`src/verilog/usb_ep_pkg.sv`:
```
// constants, types and helpers shared by the endpoint control block
// assumes a single 25 MHz ref_clk domain with synchronous reset
// How it works
// [RL1] endpoint 0 toggle picks DATA0 or DATA1
// [RL2] endpoint 0 stall answers IN/OUT with STALL
// [RL3] SETUP token clears endpoint 0 stall
// [RL4] endpoint 0 IN NAKed if disabled or done
// [RL5] endpoint 0 OUT NAKed if disabled or done; code ACKs it anyway while the auto-out bit is set
// [RL6] software manages endpoint 0 transmit enable
// [RL7] software manages endpoint 0 receive enable
// [RL8] both control registers hold 4-bit counts
// [RL9] shared toggle picks DATA0 or DATA1
// [RL10] shared select: 0 endpoint 1, 1 endpoint 2
// [RL11] endpoint 2 IN with select 0 gets NAK
// [RL12] shared IN NAKed if disabled or done
// [RL13] software manages shared transmit enable
// [RL14] wake-up bit drives resume K state
// [RL15] software holds wake-up bit 10 to 15 ms
// [RL16] forced resume never sets resume flag
// [RL17] endpoint 0 transmit done set on ACK
// [RL18] endpoint 0 receive done set after ACK; code does not set it for OUTs ACKed under the auto-out bit
// [RL19] endpoint 1/2 enable and stall, reset cleared
// [RL20] accepted IN sends exactly the byte count
`default_nettype none

package usb_ep_pkg;

	localparam logic [7:0] ADDR_SHARED_DATA = 8'he6;
	localparam logic [7:0] ADDR_EP0_DATA = 8'he7;
	localparam logic [7:0] ADDR_EP0_CTRL = 8'hea;
	localparam logic [7:0] ADDR_EP12_CTRL = 8'heb;
	localparam logic [7:0] ADDR_EP_CTRL = 8'hec;
	localparam logic [7:0] ADDR_FLAGS = 8'hf0;

	localparam int EP0_TOGGLE_BIT = 7;
	localparam int EP0_STALL_BIT = 6;
	localparam int EP0_TXEN_BIT = 5;
	localparam int EP0_RXEN_BIT = 4;
	localparam int SH_TOGGLE_BIT = 7;
	localparam int SH_SELECT_BIT = 6;
	localparam int SH_TXEN_BIT = 5;
	localparam int WAKEUP_BIT = 4;
	localparam int AUTO_OUT_BIT = 4;
	localparam int EP2_EN_BIT = 3;
	localparam int EP1_EN_BIT = 2;
	localparam int EP2_STALL_BIT = 1;
	localparam int EP1_STALL_BIT = 0;
	localparam int FLAG_TX0_BIT = 4;
	localparam int FLAG_RX0_BIT = 3;
	localparam int FLAG_TX1_BIT = 2;
	localparam int FLAG_RESUME_BIT = 0;

	localparam logic [7:0] CTRL_RESET = 8'h00;
	localparam logic [4:0] EP_CTRL_RESET = 5'h00;
	localparam logic [7:0] EP_CTRL_MASK = 8'h1f;
	localparam logic [7:0] FLAGS_MASK = 8'h1d;

	typedef enum logic [1:0] {TOKEN_OUT, TOKEN_IN, TOKEN_SETUP, TOKEN_OTHER} token_e;
	typedef enum logic [1:0] {RESP_ACK, RESP_NAK, RESP_STALL, RESP_DATA} resp_e;

	// an endpoint may move data only when enabled and its done flag is clear
	function automatic logic path_open(input logic enable, input logic done);
		return enable & ~done;
	endfunction : path_open

endpackage : usb_ep_pkg

`default_nettype wire

```
`src/verilog/tx_buf_if.sv`:
```
// write and read port of the transmit data storage
// assumes both sides sit on ref_clk
`default_nettype none

interface tx_buf_if;
	logic we;
	logic wsel;
	logic [3:0] waddr;
	logic [7:0] wdata;
	logic rsel;
	logic [3:0] raddr;
	logic [7:0] rdata;
	modport ctrl (output we, wsel, waddr, wdata, rsel, raddr, input rdata);
	modport mem (input we, wsel, waddr, wdata, rsel, raddr, output rdata);
endinterface : tx_buf_if

`default_nettype wire

```
`src/verilog/usb_endpoint_tx_control.sv`:
```
// endpoint handshake and transmit control for a low-speed usb function
// assumes token and packet strobes come from a serial engine on ref_clk
`default_nettype none

module usb_endpoint_tx_control
	import usb_ep_pkg::*;
(
	input wire logic ref_clk,
	input wire logic reset,
	input wire logic [7:0] reg_addr,
	input wire logic [7:0] reg_wdata,
	input wire logic reg_write,
	input wire logic reg_read,
	output logic [7:0] reg_rdata,
	input wire logic token_valid,
	input wire usb_ep_pkg::token_e token_kind,
	input wire logic [3:0] token_endpoint,
	input wire logic rx_packet_ok,
	input wire logic host_ack,
	input wire logic bus_activity_pin,
	input wire logic suspended,
	output logic resp_valid,
	output usb_ep_pkg::resp_e resp_kind,
	output logic resp_data1,
	output logic tx_byte_valid,
	output logic [7:0] tx_byte_data,
	output logic tx_byte_last,
	input wire logic tx_byte_ready,
	output logic resume_k_drive
);
	import usb_ep_pkg::*;

	typedef enum {ST_IDLE, ST_FETCH, ST_SHOW, ST_WAIT_ACK, ST_WAIT_DATA} state_e;

	tx_buf_if buf_bus ();

	state_e state_reg;
	logic [7:0] ep0_ctrl_reg;
	logic [7:0] ep12_ctrl_reg;
	logic [4:0] ep_ctrl_reg;
	logic tx0_done_reg, rx0_done_reg, tx1_done_reg, resume_flag_reg;
	logic [3:0] ep0_wptr_reg, shared_wptr_reg;
	logic [3:0] byte_ptr_reg, byte_count_reg;
	logic cur_shared_reg, status_only_reg;
	logic act1_reg, act2_reg, act3_reg, activity_reg;
	logic [7:0] rdata_reg;
	logic resp_valid_reg, resp_data1_reg, tx_valid_reg, tx_last_reg;
	resp_e resp_kind_reg;

	logic dec_respond, dec_send, dec_recv, dec_shared, dec_data1, dec_status_only;
	resp_e dec_kind;
	logic [3:0] dec_count;
	logic ep12_en, ep12_stall, setup_seen;
	logic tx_ack_event, rx_ok_event;

	usb_tx_buffer u_buffer (
		.ref_clk(ref_clk),
		.reset(reset),
		.buf_port(buf_bus.mem)
	);

	assign buf_bus.we = reg_write && (reg_addr == ADDR_EP0_DATA || reg_addr == ADDR_SHARED_DATA);
	assign buf_bus.wsel = (reg_addr == ADDR_SHARED_DATA);
	assign buf_bus.waddr = (reg_addr == ADDR_SHARED_DATA) ? shared_wptr_reg : ep0_wptr_reg;
	assign buf_bus.wdata = reg_wdata;
	assign buf_bus.rsel = cur_shared_reg;
	assign buf_bus.raddr = byte_ptr_reg;

	assign setup_seen = token_valid && token_kind == TOKEN_SETUP && token_endpoint == 4'h0;
	assign ep12_en = (token_endpoint == 4'h1) ? ep_ctrl_reg[EP1_EN_BIT] : ep_ctrl_reg[EP2_EN_BIT];
	assign ep12_stall = (token_endpoint == 4'h1) ? ep_ctrl_reg[EP1_STALL_BIT]
		: ep_ctrl_reg[EP2_STALL_BIT];

	// token decision
	always_comb begin
		dec_respond = 1'b0;
		dec_kind = RESP_NAK;
		dec_send = 1'b0;
		dec_recv = 1'b0;
		dec_shared = 1'b0;
		dec_status_only = 1'b0;
		dec_count = ep0_ctrl_reg[3:0]; // see [RL8]
		dec_data1 = ep0_ctrl_reg[EP0_TOGGLE_BIT]; // see [RL1]
		if (token_valid && token_endpoint == 4'h0) begin
			if (token_kind == TOKEN_SETUP) begin
				dec_recv = 1'b1;
			end else if (ep0_ctrl_reg[EP0_STALL_BIT] && token_kind != TOKEN_OTHER) begin
				dec_respond = 1'b1; // see [RL2]
				dec_kind = RESP_STALL;
			end else if (token_kind == TOKEN_IN) begin
				if (path_open(ep0_ctrl_reg[EP0_TXEN_BIT], tx0_done_reg)) begin
					dec_send = 1'b1;
				end else begin
					dec_respond = 1'b1; // see [RL4]
				end
			end else if (token_kind == TOKEN_OUT) begin
				if (ep_ctrl_reg[AUTO_OUT_BIT]) begin
					dec_recv = 1'b1;
					dec_status_only = 1'b1;
				end else if (path_open(ep0_ctrl_reg[EP0_RXEN_BIT], rx0_done_reg)) begin
					dec_recv = 1'b1;
				end else begin
					dec_respond = 1'b1; // see [RL5]
				end
			end
		end else if (token_valid && token_kind == TOKEN_IN && ep12_en
			&& (token_endpoint == 4'h1 || token_endpoint == 4'h2)) begin
			dec_count = ep12_ctrl_reg[3:0]; // see [RL8]
			dec_data1 = ep12_ctrl_reg[SH_TOGGLE_BIT]; // see [RL9]
			dec_shared = 1'b1;
			if (ep12_stall) begin
				dec_respond = 1'b1; // see [RL19]
				dec_kind = RESP_STALL;
			end else if (!path_open(ep12_ctrl_reg[SH_TXEN_BIT], tx1_done_reg)) begin
				dec_respond = 1'b1; // see [RL12]
			end else if (ep12_ctrl_reg[SH_SELECT_BIT] != (token_endpoint == 4'h2)) begin
				dec_respond = 1'b1; // see [RL10] see [RL11]
			end else begin
				dec_send = 1'b1;
			end
		end
	end

	// transaction sequencer
	always_ff @(posedge ref_clk) begin
		if (reset) begin
			state_reg <= ST_IDLE;
			resp_valid_reg <= 1'b0;
			resp_kind_reg <= RESP_NAK;
			resp_data1_reg <= 1'b0;
			tx_valid_reg <= 1'b0;
			tx_last_reg <= 1'b0;
			byte_ptr_reg <= 4'h0;
			byte_count_reg <= 4'h0;
			cur_shared_reg <= 1'b0;
			status_only_reg <= 1'b0;
		end else begin
			resp_valid_reg <= 1'b0;
			if (token_valid) begin
				tx_valid_reg <= 1'b0;
				tx_last_reg <= 1'b0;
				byte_ptr_reg <= 4'h0;
				byte_count_reg <= dec_count;
				cur_shared_reg <= dec_shared;
				status_only_reg <= dec_status_only;
				resp_valid_reg <= dec_respond | dec_send;
				resp_kind_reg <= dec_send ? RESP_DATA : dec_kind;
				resp_data1_reg <= dec_data1;
				if (dec_send) begin
					state_reg <= (dec_count == 4'h0) ? ST_WAIT_ACK : ST_FETCH; // see [RL20]
				end else if (dec_recv) begin
					state_reg <= ST_WAIT_DATA;
				end else begin
					state_reg <= ST_IDLE;
				end
			end else begin
				case (state_reg)
					ST_FETCH: begin
						tx_valid_reg <= 1'b1;
						tx_last_reg <= (byte_ptr_reg == byte_count_reg - 4'h1); // see [RL20]
						state_reg <= ST_SHOW;
					end
					ST_SHOW: begin
						if (tx_byte_ready) begin
							tx_valid_reg <= 1'b0;
							tx_last_reg <= 1'b0;
							if (tx_last_reg) begin
								state_reg <= ST_WAIT_ACK;
							end else begin
								byte_ptr_reg <= byte_ptr_reg + 4'h1;
								state_reg <= ST_FETCH;
							end
						end
					end
					ST_WAIT_ACK: begin
						if (host_ack) begin
							state_reg <= ST_IDLE;
						end
					end
					ST_WAIT_DATA: begin
						if (rx_packet_ok) begin
							resp_valid_reg <= 1'b1;
							resp_kind_reg <= RESP_ACK;
							state_reg <= ST_IDLE;
						end
					end
					default: begin
						state_reg <= ST_IDLE;
					end
				endcase
			end
		end
	end

	assign tx_ack_event = !token_valid && state_reg == ST_WAIT_ACK && host_ack;
	assign rx_ok_event = !token_valid && state_reg == ST_WAIT_DATA && rx_packet_ok
		&& !status_only_reg;

	// control registers, software owned except the endpoint 0 stall bit, which SETUP clears
	always_ff @(posedge ref_clk) begin
		if (reset) begin
			ep0_ctrl_reg <= CTRL_RESET;
			ep12_ctrl_reg <= CTRL_RESET;
			ep_ctrl_reg <= EP_CTRL_RESET; // see [RL19]
		end else begin
			if (reg_write && reg_addr == ADDR_EP0_CTRL) begin
				ep0_ctrl_reg <= reg_wdata;
			end
			if (setup_seen) begin
				ep0_ctrl_reg[EP0_STALL_BIT] <= 1'b0; // see [RL3]
			end
			if (reg_write && reg_addr == ADDR_EP12_CTRL) begin
				ep12_ctrl_reg <= reg_wdata;
			end
			if (reg_write && reg_addr == ADDR_EP_CTRL) begin
				ep_ctrl_reg <= reg_wdata[4:0];
			end
		end
	end

	// storage write pointers, rewound by a control write
	always_ff @(posedge ref_clk) begin
		if (reset) begin
			ep0_wptr_reg <= 4'h0;
			shared_wptr_reg <= 4'h0;
		end else begin
			if (reg_write && reg_addr == ADDR_EP0_CTRL) begin
				ep0_wptr_reg <= 4'h0;
			end else if (reg_write && reg_addr == ADDR_EP0_DATA) begin
				ep0_wptr_reg <= ep0_wptr_reg + 4'h1;
			end
			if (reg_write && reg_addr == ADDR_EP12_CTRL) begin
				shared_wptr_reg <= 4'h0;
			end else if (reg_write && reg_addr == ADDR_SHARED_DATA) begin
				shared_wptr_reg <= shared_wptr_reg + 4'h1;
			end
		end
	end

	// bus activity pin synchroniser
	always_ff @(posedge ref_clk) begin
		if (reset) begin
			act1_reg <= 1'b0;
			act2_reg <= 1'b0;
			act3_reg <= 1'b0;
			activity_reg <= 1'b0;
		end else begin
			act1_reg <= bus_activity_pin;
			act2_reg <= act1_reg;
			act3_reg <= act2_reg;
			if (act2_reg == act3_reg) begin
				activity_reg <= act3_reg;
			end
		end
	end

	// sticky done flags, write one to clear, set wins
	always_ff @(posedge ref_clk) begin
		if (reset) begin
			tx0_done_reg <= 1'b0;
			rx0_done_reg <= 1'b0;
			tx1_done_reg <= 1'b0;
			resume_flag_reg <= 1'b0;
		end else begin
			if (tx_ack_event && !cur_shared_reg) begin
				tx0_done_reg <= 1'b1; // see [RL17]
			end else if (reg_write && reg_addr == ADDR_FLAGS && reg_wdata[FLAG_TX0_BIT]) begin
				tx0_done_reg <= 1'b0;
			end
			if (rx_ok_event) begin
				rx0_done_reg <= 1'b1; // see [RL18]
			end else if (reg_write && reg_addr == ADDR_FLAGS && reg_wdata[FLAG_RX0_BIT]) begin
				rx0_done_reg <= 1'b0;
			end
			if (tx_ack_event && cur_shared_reg) begin
				tx1_done_reg <= 1'b1;
			end else if (reg_write && reg_addr == ADDR_FLAGS && reg_wdata[FLAG_TX1_BIT]) begin
				tx1_done_reg <= 1'b0;
			end
			if (activity_reg && suspended && !ep12_ctrl_reg[WAKEUP_BIT]) begin
				resume_flag_reg <= 1'b1; // see [RL16]
			end else if (reg_write && reg_addr == ADDR_FLAGS
				&& reg_wdata[FLAG_RESUME_BIT]) begin
				resume_flag_reg <= 1'b0;
			end
		end
	end

	// read data, valid only the cycle after the strobe
	always_ff @(posedge ref_clk) begin
		if (reset || !reg_read) begin
			rdata_reg <= 8'h00;
		end else begin
			case (reg_addr)
				ADDR_EP0_CTRL: rdata_reg <= ep0_ctrl_reg;
				ADDR_EP12_CTRL: rdata_reg <= ep12_ctrl_reg;
				ADDR_EP_CTRL: rdata_reg <= {3'h0, ep_ctrl_reg};
				ADDR_FLAGS: rdata_reg <= {3'h0, tx0_done_reg, rx0_done_reg, tx1_done_reg,
					1'b0, resume_flag_reg};
				default: rdata_reg <= 8'h00;
			endcase
		end
	end

	assign reg_rdata = rdata_reg;
	assign resp_valid = resp_valid_reg;
	assign resp_kind = resp_kind_reg;
	assign resp_data1 = resp_data1_reg;
	assign tx_byte_valid = tx_valid_reg;
	assign tx_byte_data = buf_bus.rdata;
	assign tx_byte_last = tx_last_reg;
	assign resume_k_drive = ep12_ctrl_reg[WAKEUP_BIT]; // see [RL14]

endmodule : usb_endpoint_tx_control

`default_nettype wire

```
`src/verilog/usb_tx_buffer.sv`:
```
// two 16-byte transmit stores, endpoint 0 and the shared endpoint 1/2 path
// assumes read address held stable one cycle before data is used
`default_nettype none

module usb_tx_buffer (
	input wire logic ref_clk,
	input wire logic reset,
	tx_buf_if.mem buf_port
);
	logic [7:0] store_reg [0:31];
	logic [7:0] rdata_reg;

	always_ff @(posedge ref_clk) begin
		if (buf_port.we) begin
			store_reg[{buf_port.wsel, buf_port.waddr}] <= buf_port.wdata;
		end
	end

	always_ff @(posedge ref_clk) begin
		if (reset) begin
			rdata_reg <= 8'h00;
		end else begin
			rdata_reg <= store_reg[{buf_port.rsel, buf_port.raddr}];
		end
	end

	assign buf_port.rdata = rdata_reg;

endmodule : usb_tx_buffer

`default_nettype wire
```
`config.mk`:
```
export PLATFORM = sky130hd
export DESIGN_NAME = usb_endpoint_tx_control
export DESIGN_NICKNAME = d
export VERILOG_FILES = /design/src/verilog/usb_ep_pkg.sv /design/src/verilog/tx_buf_if.sv /design/src/verilog/usb_endpoint_tx_control.sv /design/src/verilog/usb_tx_buffer.sv
export SDC_FILE = /design/constraint.sdc
export NUM_CORES = 1
export LEC_CHECK = 0
export CORE_UTILIZATION = 60
export CTS_BUF_LIST = sky130_fd_sc_hd__clkbuf_8 sky130_fd_sc_hd__clkbuf_16
export DETAILED_ROUTE_END_ITERATION = 6
export DONT_BUFFER_PORTS = 1
export PLACE_DENSITY = 0.76
export SLEW_MARGIN = 25
export SYNTH_ARGS = -nofsm -noshare
export SYNTH_HDL_FRONTEND = slang
export SYNTH_SLANG_ARGS = --single-unit
export TNS_END_PERCENT = 5
```
`constraint.sdc`:
```
create_clock -name ref_clk -period 2.65 [get_ports ref_clk]
set_input_delay 0.265 -clock ref_clk [delete_from_list [all_inputs] [get_ports ref_clk]]
set_output_delay 0.265 -clock ref_clk [all_outputs]
set_load 0.005 [all_outputs]
```
==> metrics.yaml, run 1 <==
nNetsFinal: 902
multiInputGateArea_mm2: 0.003979
final_cell_mix: "edfxtp_1, nor2_1, dfxtp_1, mux2i_1, mux4_2"
core_mm2: 0.02189
synth.largest_area_cell: "edfxtp_1"
ys_seq_area_share_pct: 67.87
max-cap-violations: 0
cts_tree: "built"
routed-wl-met2_um: 15540
clockBufferDepth: 3
ys_warn_count: 0
place_hpwl_um: 19070
viasPerCell: 6.749
ys_types: 76
synth_nets: 864
setup_violations: 0
synth_ff_type: "edfxtp_1"
synth_top_area_share_pct: 57.15
fmax_mhz: 464.1
syn_area_per_cell_um2: 16.24
n_fill_cell: 1369
met1Wirelength_um: 11580
drc: 0
wirelength_um: 30740
maxSlewViolCount: 0
gr-total-overflow: 0
grt_use_total_pct: 27.34
synthXorXnorAreaFrac_pct: 0.8186
layout-drive-gt1-share_pct: 16.97
grt_pass1_vias: 7754
vias: 7896
cts_setup_buffers: 0
postSynthCellCount: 828
rsz0062_at_grt: "false"
grt_max_degree: 56
start_util_pct: 61.44
worstPathRequired_ns: 2.85
diodes: 0
syn_area_mm2: 0.01345
drt-wirelength-per-cell_um: 26.27
clk_pin_slew_ns: 0.06
largest_reg_flops: 256
fp.dieH_um: 151.7
portBuffers: 0
crit_fanout: 8
drt_iter0_drc: 811
powerDensity_mw_per_mm2: 657.5
h-tree-depth: 1
met3WireLength_um: 2769
drt_pass1_iterations: 7
cp.arrival_ns: 2.35
seq_area_mm2: 0.009134
yosys.area_share.simple_pct: 8.437
peakVddDrop_v: 0.0004548
layout-area-overhead-vs-synth_pct: 11.57
fin_crit_ns: 2.155
hold_violations: 0
muxShareOfSynthArea_pct: 14.05
num_rows: 54
async_reset_ff_share_pct: 0
clockRootBuffer: "clkbuf_16"
grt_pass1_wl_um: 45630
ios: 55
synth_compound_area_share_pct: 5.907
gp_congestion: 0.8938
path_class: "flop to flop"
relSlewSlack_pct: 52.11
cp-start-kind: "flop"
synthAdderAreaFrac_pct: 0.3721
synth_top_family_by_area: "multiplexers"
die_area_mm2: 0.02302
insertion_delay_ns: 0.56
period_share_pct: 81.31
die_w_um: 151.7
ys_ff_latch: 328
tightestPinTransition_ns: 0.7169
status: "completed"
fin_worst_skew_ns: 0.01199
hp-class: "input port to flop"
clock-sinks: 328
p_leak_nw: 4.898
worstSetupEndpointType: "flop"
dp.cells: 1091
numCtsBuffers: 31
fin_cells: 1170
antenna_found_initial: 0
ant_nets: 0
final_common_cell: "edfxtp_1"
highest_layer: "met4"
setup-tns-final_ns: 0
synthTopCellsByArea: "edfxtp_1, dfxtp_1, mux4_2"
synth_edf_count: 256
per-stage QoR:
stage / utilization, % / total power [mW] / hold WS, ns / instance area, um2 / setup WS, ns
floorplan: - / 5.740 / 0.3637 / 13450 / 0.2808
global placement: 62.80 / 5.732 / 0.3414 / 13750 / 0.5065
detailed placement: 62.80 / 5.735 / 0.3459 / 13750 / 0.4071
CTS: 68.55 / 9.897 / 0.003414 / 15010 / 0.5140
global route: 68.55 / 10.11 / 0.009846 / 15010 / 0.2788
finish: 68.55 / 9.867 / 0.008445 / 15010 / 0.4952
kinds of logic after synthesis:
family          Yosys count
flops                   328
simple gates            203
mux                     116
compound gates          108
buf+inv                  58
xor+xnor                 11
fa+ha+maj                 4
critical path, cell delays in order, from the launching register on:
cell and delay, ns:
dfxtp_1 0.39, mux2i_1 0.12, nor4_2 0.34, nand2_1 0.32, nor2_1 0.63
per-layer routing:
metal	vias up	track usage, %
li1	3375	-
met1	4016	36.93
met2	435	45.02
met3	70	5.090
met4	0	8.960
met5	-	0
timing repair:
item                      4_1_cts  5_1_grt
resized for setup               0        0
hold endpoints to repair      313        0
hold buffers                   22        0
path summary, 6_finish.rpt:
check                                                     start                             endpoint  slack, ns  depth (start not counted)
worst max register to register  shared_wptr_reg[1]$_SDFFE_PP0P_  u_buffer.store_reg[14][3]$_DFFE_PP_       0.50                          4
worst min register to register              act1_reg$_SDFF_PP0_                  act2_reg$_SDFF_PP0_       0.46                          1
worst max-delay path            shared_wptr_reg[1]$_SDFFE_PP0P_  u_buffer.store_reg[14][3]$_DFFE_PP_       0.50                          4
worst min-delay path                              token_kind[0]         status_only_reg$_SDFFE_PP0P_      0.008                          3
cell usage after synthesis, drive strengths merged (4+ instances only):
| master | n |
|---|---|
| edfxtp | 256 |
| dfxtp | 72 |
| nor2 | 71 |
| mux2i | 59 |
| mux4 | 56 |
| buf | 31 |
| nand2 | 29 |
| a21oi | 25 |
| a221oi | 16 |
| nor4 | 15 |
| clkbuf | 14 |
| nor3 | 14 |
| o21ai | 14 |
| inv | 12 |
| nand2b | 12 |
| nand3 | 10 |
| nor2b | 10 |
| nand4 | 9 |
| a221o | 8 |
| a22oi | 7 |
| xnor2 | 7 |
| nand3b | 6 |
| a22o | 5 |
| and2 | 5 |
| a211o | 4 |
| a211oi | 4 |
| a311oi | 4 |
| ha | 4 |
| nor4b | 4 |
power breakdown:
part / total [mW] / switching (mW) / internal (mW) / leakage, nW
Combinational: 0.211 / 0.142 / 0.0688 / 1.52
Sequential: 5.55 / 0.00703 / 5.54 / 2.88
Clock: 4.11 / 1.83 / 2.27 / 0.489
Total: 9.87 / 1.98 / 7.88 / 4.90
final cells by class:
type,count,share of cell area (%)
clock buffers,33,5.353
repair buffers,50,3.635
clock inverters,24,0.9755
flip-flops and latches,328,60.86
well taps,280,2.334
multi-input cells,442,26.51
inverters,13,0.3252
Power figures use the tool's default switching activity.
==> inputs of run 2 (changes only) <==
- CORE_UTILIZATION: 60 -> 57
- PLACE_DENSITY: 0.76 -> 0.75
- clock period: 2.65 -> 1.97 ns (I/O delays scaled with it)
==> run 2 against run 1 <==
Compared with the run above: final area increased by 3.5%; sequential share of layout area decreased by 2.1 points; die area increased by 5.2%; critical path depth increased by 1; wire length about the same; register-to-register slack got worse by 0.44 ns; first-iteration DRC count increased by 12%; cell count increased by 5.8%; via count increased by 0.19%; critical endpoint is now u_buffer.store_reg[0][2]$_DFFE_PP_; highest routed layer unchanged.
==> metrics.yaml, run 2 (synthesis gave the netlist of run 1 again) <==
relSlewSlack_pct: 57.32  # +5.2 points
ant_nets: 0  # unchanged
clk_pin_slew_ns: 0.06  # about the same
fin_ws_ns: 0.05588  # -0.4393 ns
worstSetupEndpointType: "flop"
status: "completed"
pre_cts_ws_ns: -0.1494  # -0.5565 ns
ios: 55  # unchanged
drt_pass1_iterations: 6  # -1
insertion_delay_ns: 0.51  # -0.05 ns
cts_tree: "built"
gp_congestion: 0.8757  # -2.0%
h-tree-depth: 2  # +1
portBuffers: 0  # unchanged
fp.dieH_um: 155.6  # +2.6%
drc: 0  # unchanged
largest_reg_flops: 256  # unchanged
fin_worst_skew_ns: 0.01715  # +0.005157 ns
worstPathRequired_ns: 2.17  # -0.68 ns
grt_pass1_wl_um: 47180  # +3.4%
diodes: 0  # unchanged
tightestPinTransition_ns: 0.6379  # -0.07895 ns
final_cell_mix: "edfxtp_1, nor2_1, dfxtp_1, mux2i_1, buf_4"
max-cap-violations: 0  # unchanged
die_area_mm2: 0.02422  # +5.2%
die_w_um: 155.6  # +2.6%
fin_crit_ns: 1.914  # -0.2407 ns
final_common_cell: "edfxtp_1"
layout-area-overhead-vs-synth_pct: 15.52
period_share_pct: 97.16  # +16 points
gr-total-overflow: 0  # unchanged
clock-sinks: 328  # unchanged
clockRootBuffer: "clkbuf_16"
core_mm2: 0.02292  # +4.7%
powerDensity_mw_per_mm2: 890.7  # +35%
hp-class: "input port to flop"
ff2ff_path_depth: 5  # +1
n_fill_cell: 1491  # +8.9%
worstHoldStart: "reg_wdata[4]"
peakVddDrop_v: 0.0006298  # +38%
final_util_pct: 67.80  # -0.75 points
rrSetupSlack_ns: 0.06  # -0.44 ns
clockBufferDepth: 3  # unchanged
num_rows: 55  # +1.9%
place_hpwl_um: 18920  # -0.74%
min_to: "u_buffer.store_reg[14][4]$_DFFE_PP_"
drt_iter0_drc: 911  # +12%
grt_max_degree: 56  # unchanged
vias: 7911  # +0.19%
start_util_pct: 58.70  # -2.7 points
hold_violations: 0  # unchanged
dp.cells: 1160  # +6.3%
grt_use_total_pct: 26.50  # -0.84 points
cp-start-kind: "flop"
multiInputGateArea_mm2: 0.004049  # +1.8%
antenna_found_initial: 0  # unchanged
wirelength_um: 30720  # about the same
grt_pass1_vias: 7914  # +2.1%
setup-tns-final_ns: 0  # unchanged
viasPerCell: 6.390  # -5.3%
setup_violations: 0  # unchanged
r2r-end: "u_buffer.store_reg[0][2]$_DFFE_PP_"
maxSlewViolCount: 0  # unchanged
fmax_mhz: 522.4  # +13%
nNetsFinal: 939  # +4.1%
crit_fanout: 8  # unchanged
reg2reg_from: "shared_wptr_reg[1]$_SDFFE_PP0P_"
finalPower_mw: 13.84  # +40%
layout-drive-gt1-share_pct: 21.30  # +4.3 points
worst_hold_path.num_cells: 1  # -2
cp.arrival_ns: 2.11  # -0.24 ns
path_class: "flop to flop"
numCtsBuffers: 34  # +9.7%
drt-wirelength-per-cell_um: 24.81  # -5.6%
fin_cells: 1238  # +5.8%
p_leak_nw: 5.180  # +5.7%
seq_area_mm2: 0.009135  # about the same
rsz0062_at_grt: "true"
## run 2: cell types whose count changed in the layout (fill, tap and decap cells not counted), sizes merged
cell	previous run	this run
dlygate4sd3	13	10
clkinv	11	6
clkbuf	33	38
buf	37	73
inv	21	25
bufinv	1	2
dlymetal6s4s	0	1
clkinvlp	4	0
## run 2: per-stage QoR
stage	hold WS (ns)	cell area (um2)
global route	0.01312	15540
detailed placement	0.2766	14140
floorplan	0.2957	13500
global placement	0.2736	14140
finish	0.01124	15540
CTS	0.001117	15510
## run 2: what timing repair did
action	in CTS	in global routing
pin swaps	0	1
endpoints found under the setup margin	16	78
hold buffers	20	0
setup buffers	0	0
endpoints found under the hold margin	315	0
gates resized for setup	2	7
## run 2: critical path, stage by stage (launching register included)
cell     delay (ns)
dfxtp_2        0.34
mux2i_1        0.19
and4_1         0.28
nand2_1        0.23
nor4_2         0.32
buf_4          0.25
## run 2: final cells by class
type	count	area share, %
Clock buffer	38	5.975
Clock inverter	20	0.8858
Inverter	13	0.3141
Multi-Input combinational cell	442	26.06
Sequential cell	328	58.79
Tap cell	313	2.521
Timing Repair Buffer	84	5.452
## run 2: worst max-delay path by stage
stage | slack, ns | cells after the start | startpoint | endpoint
after floorplan | -0.28 | 6 | reg_addr[0] | u_buffer.store_reg[18][0]$_DFFE_PP_
after global placement | -0.05 | 5 | shared_wptr_reg[1]$_SDFFE_PP0P_ | u_buffer.store_reg[18][2]$_DFFE_PP_
after detailed placement | -0.15 | 5 | shared_wptr_reg[1]$_SDFFE_PP0P_ | u_buffer.store_reg[18][6]$_DFFE_PP_
after CTS | 0.02 | 5 | shared_wptr_reg[1]$_SDFFE_PP0P_ | u_buffer.store_reg[18][2]$_DFFE_PP_
after global routing | -0.02 | 5 | shared_wptr_reg[1]$_SDFFE_PP0P_ | u_buffer.store_reg[0][2]$_DFFE_PP_
final | 0.06 | 5 | shared_wptr_reg[1]$_SDFFE_PP0P_ | u_buffer.store_reg[0][2]$_DFFE_PP_
## run 2: routing by layer
layer / track usage [%] / wire (um) / vias up
met5: 0 / 0 / -
met4: 8.170 / 670 / 0
met3: 4.667 / 2557 / 53
met2: 44.05 / 15370 / 417
met1: 35.94 / 12120 / 3996
li1: - / - / 3445
## run 2: where the power goes
group / switching, mW / internal, mW / total (mW)
registers: 0.00985 / 7.46 / 7.47
clock network: 2.46 / 3.62 / 6.09
logic: 0.189 / 0.0980 / 0.287
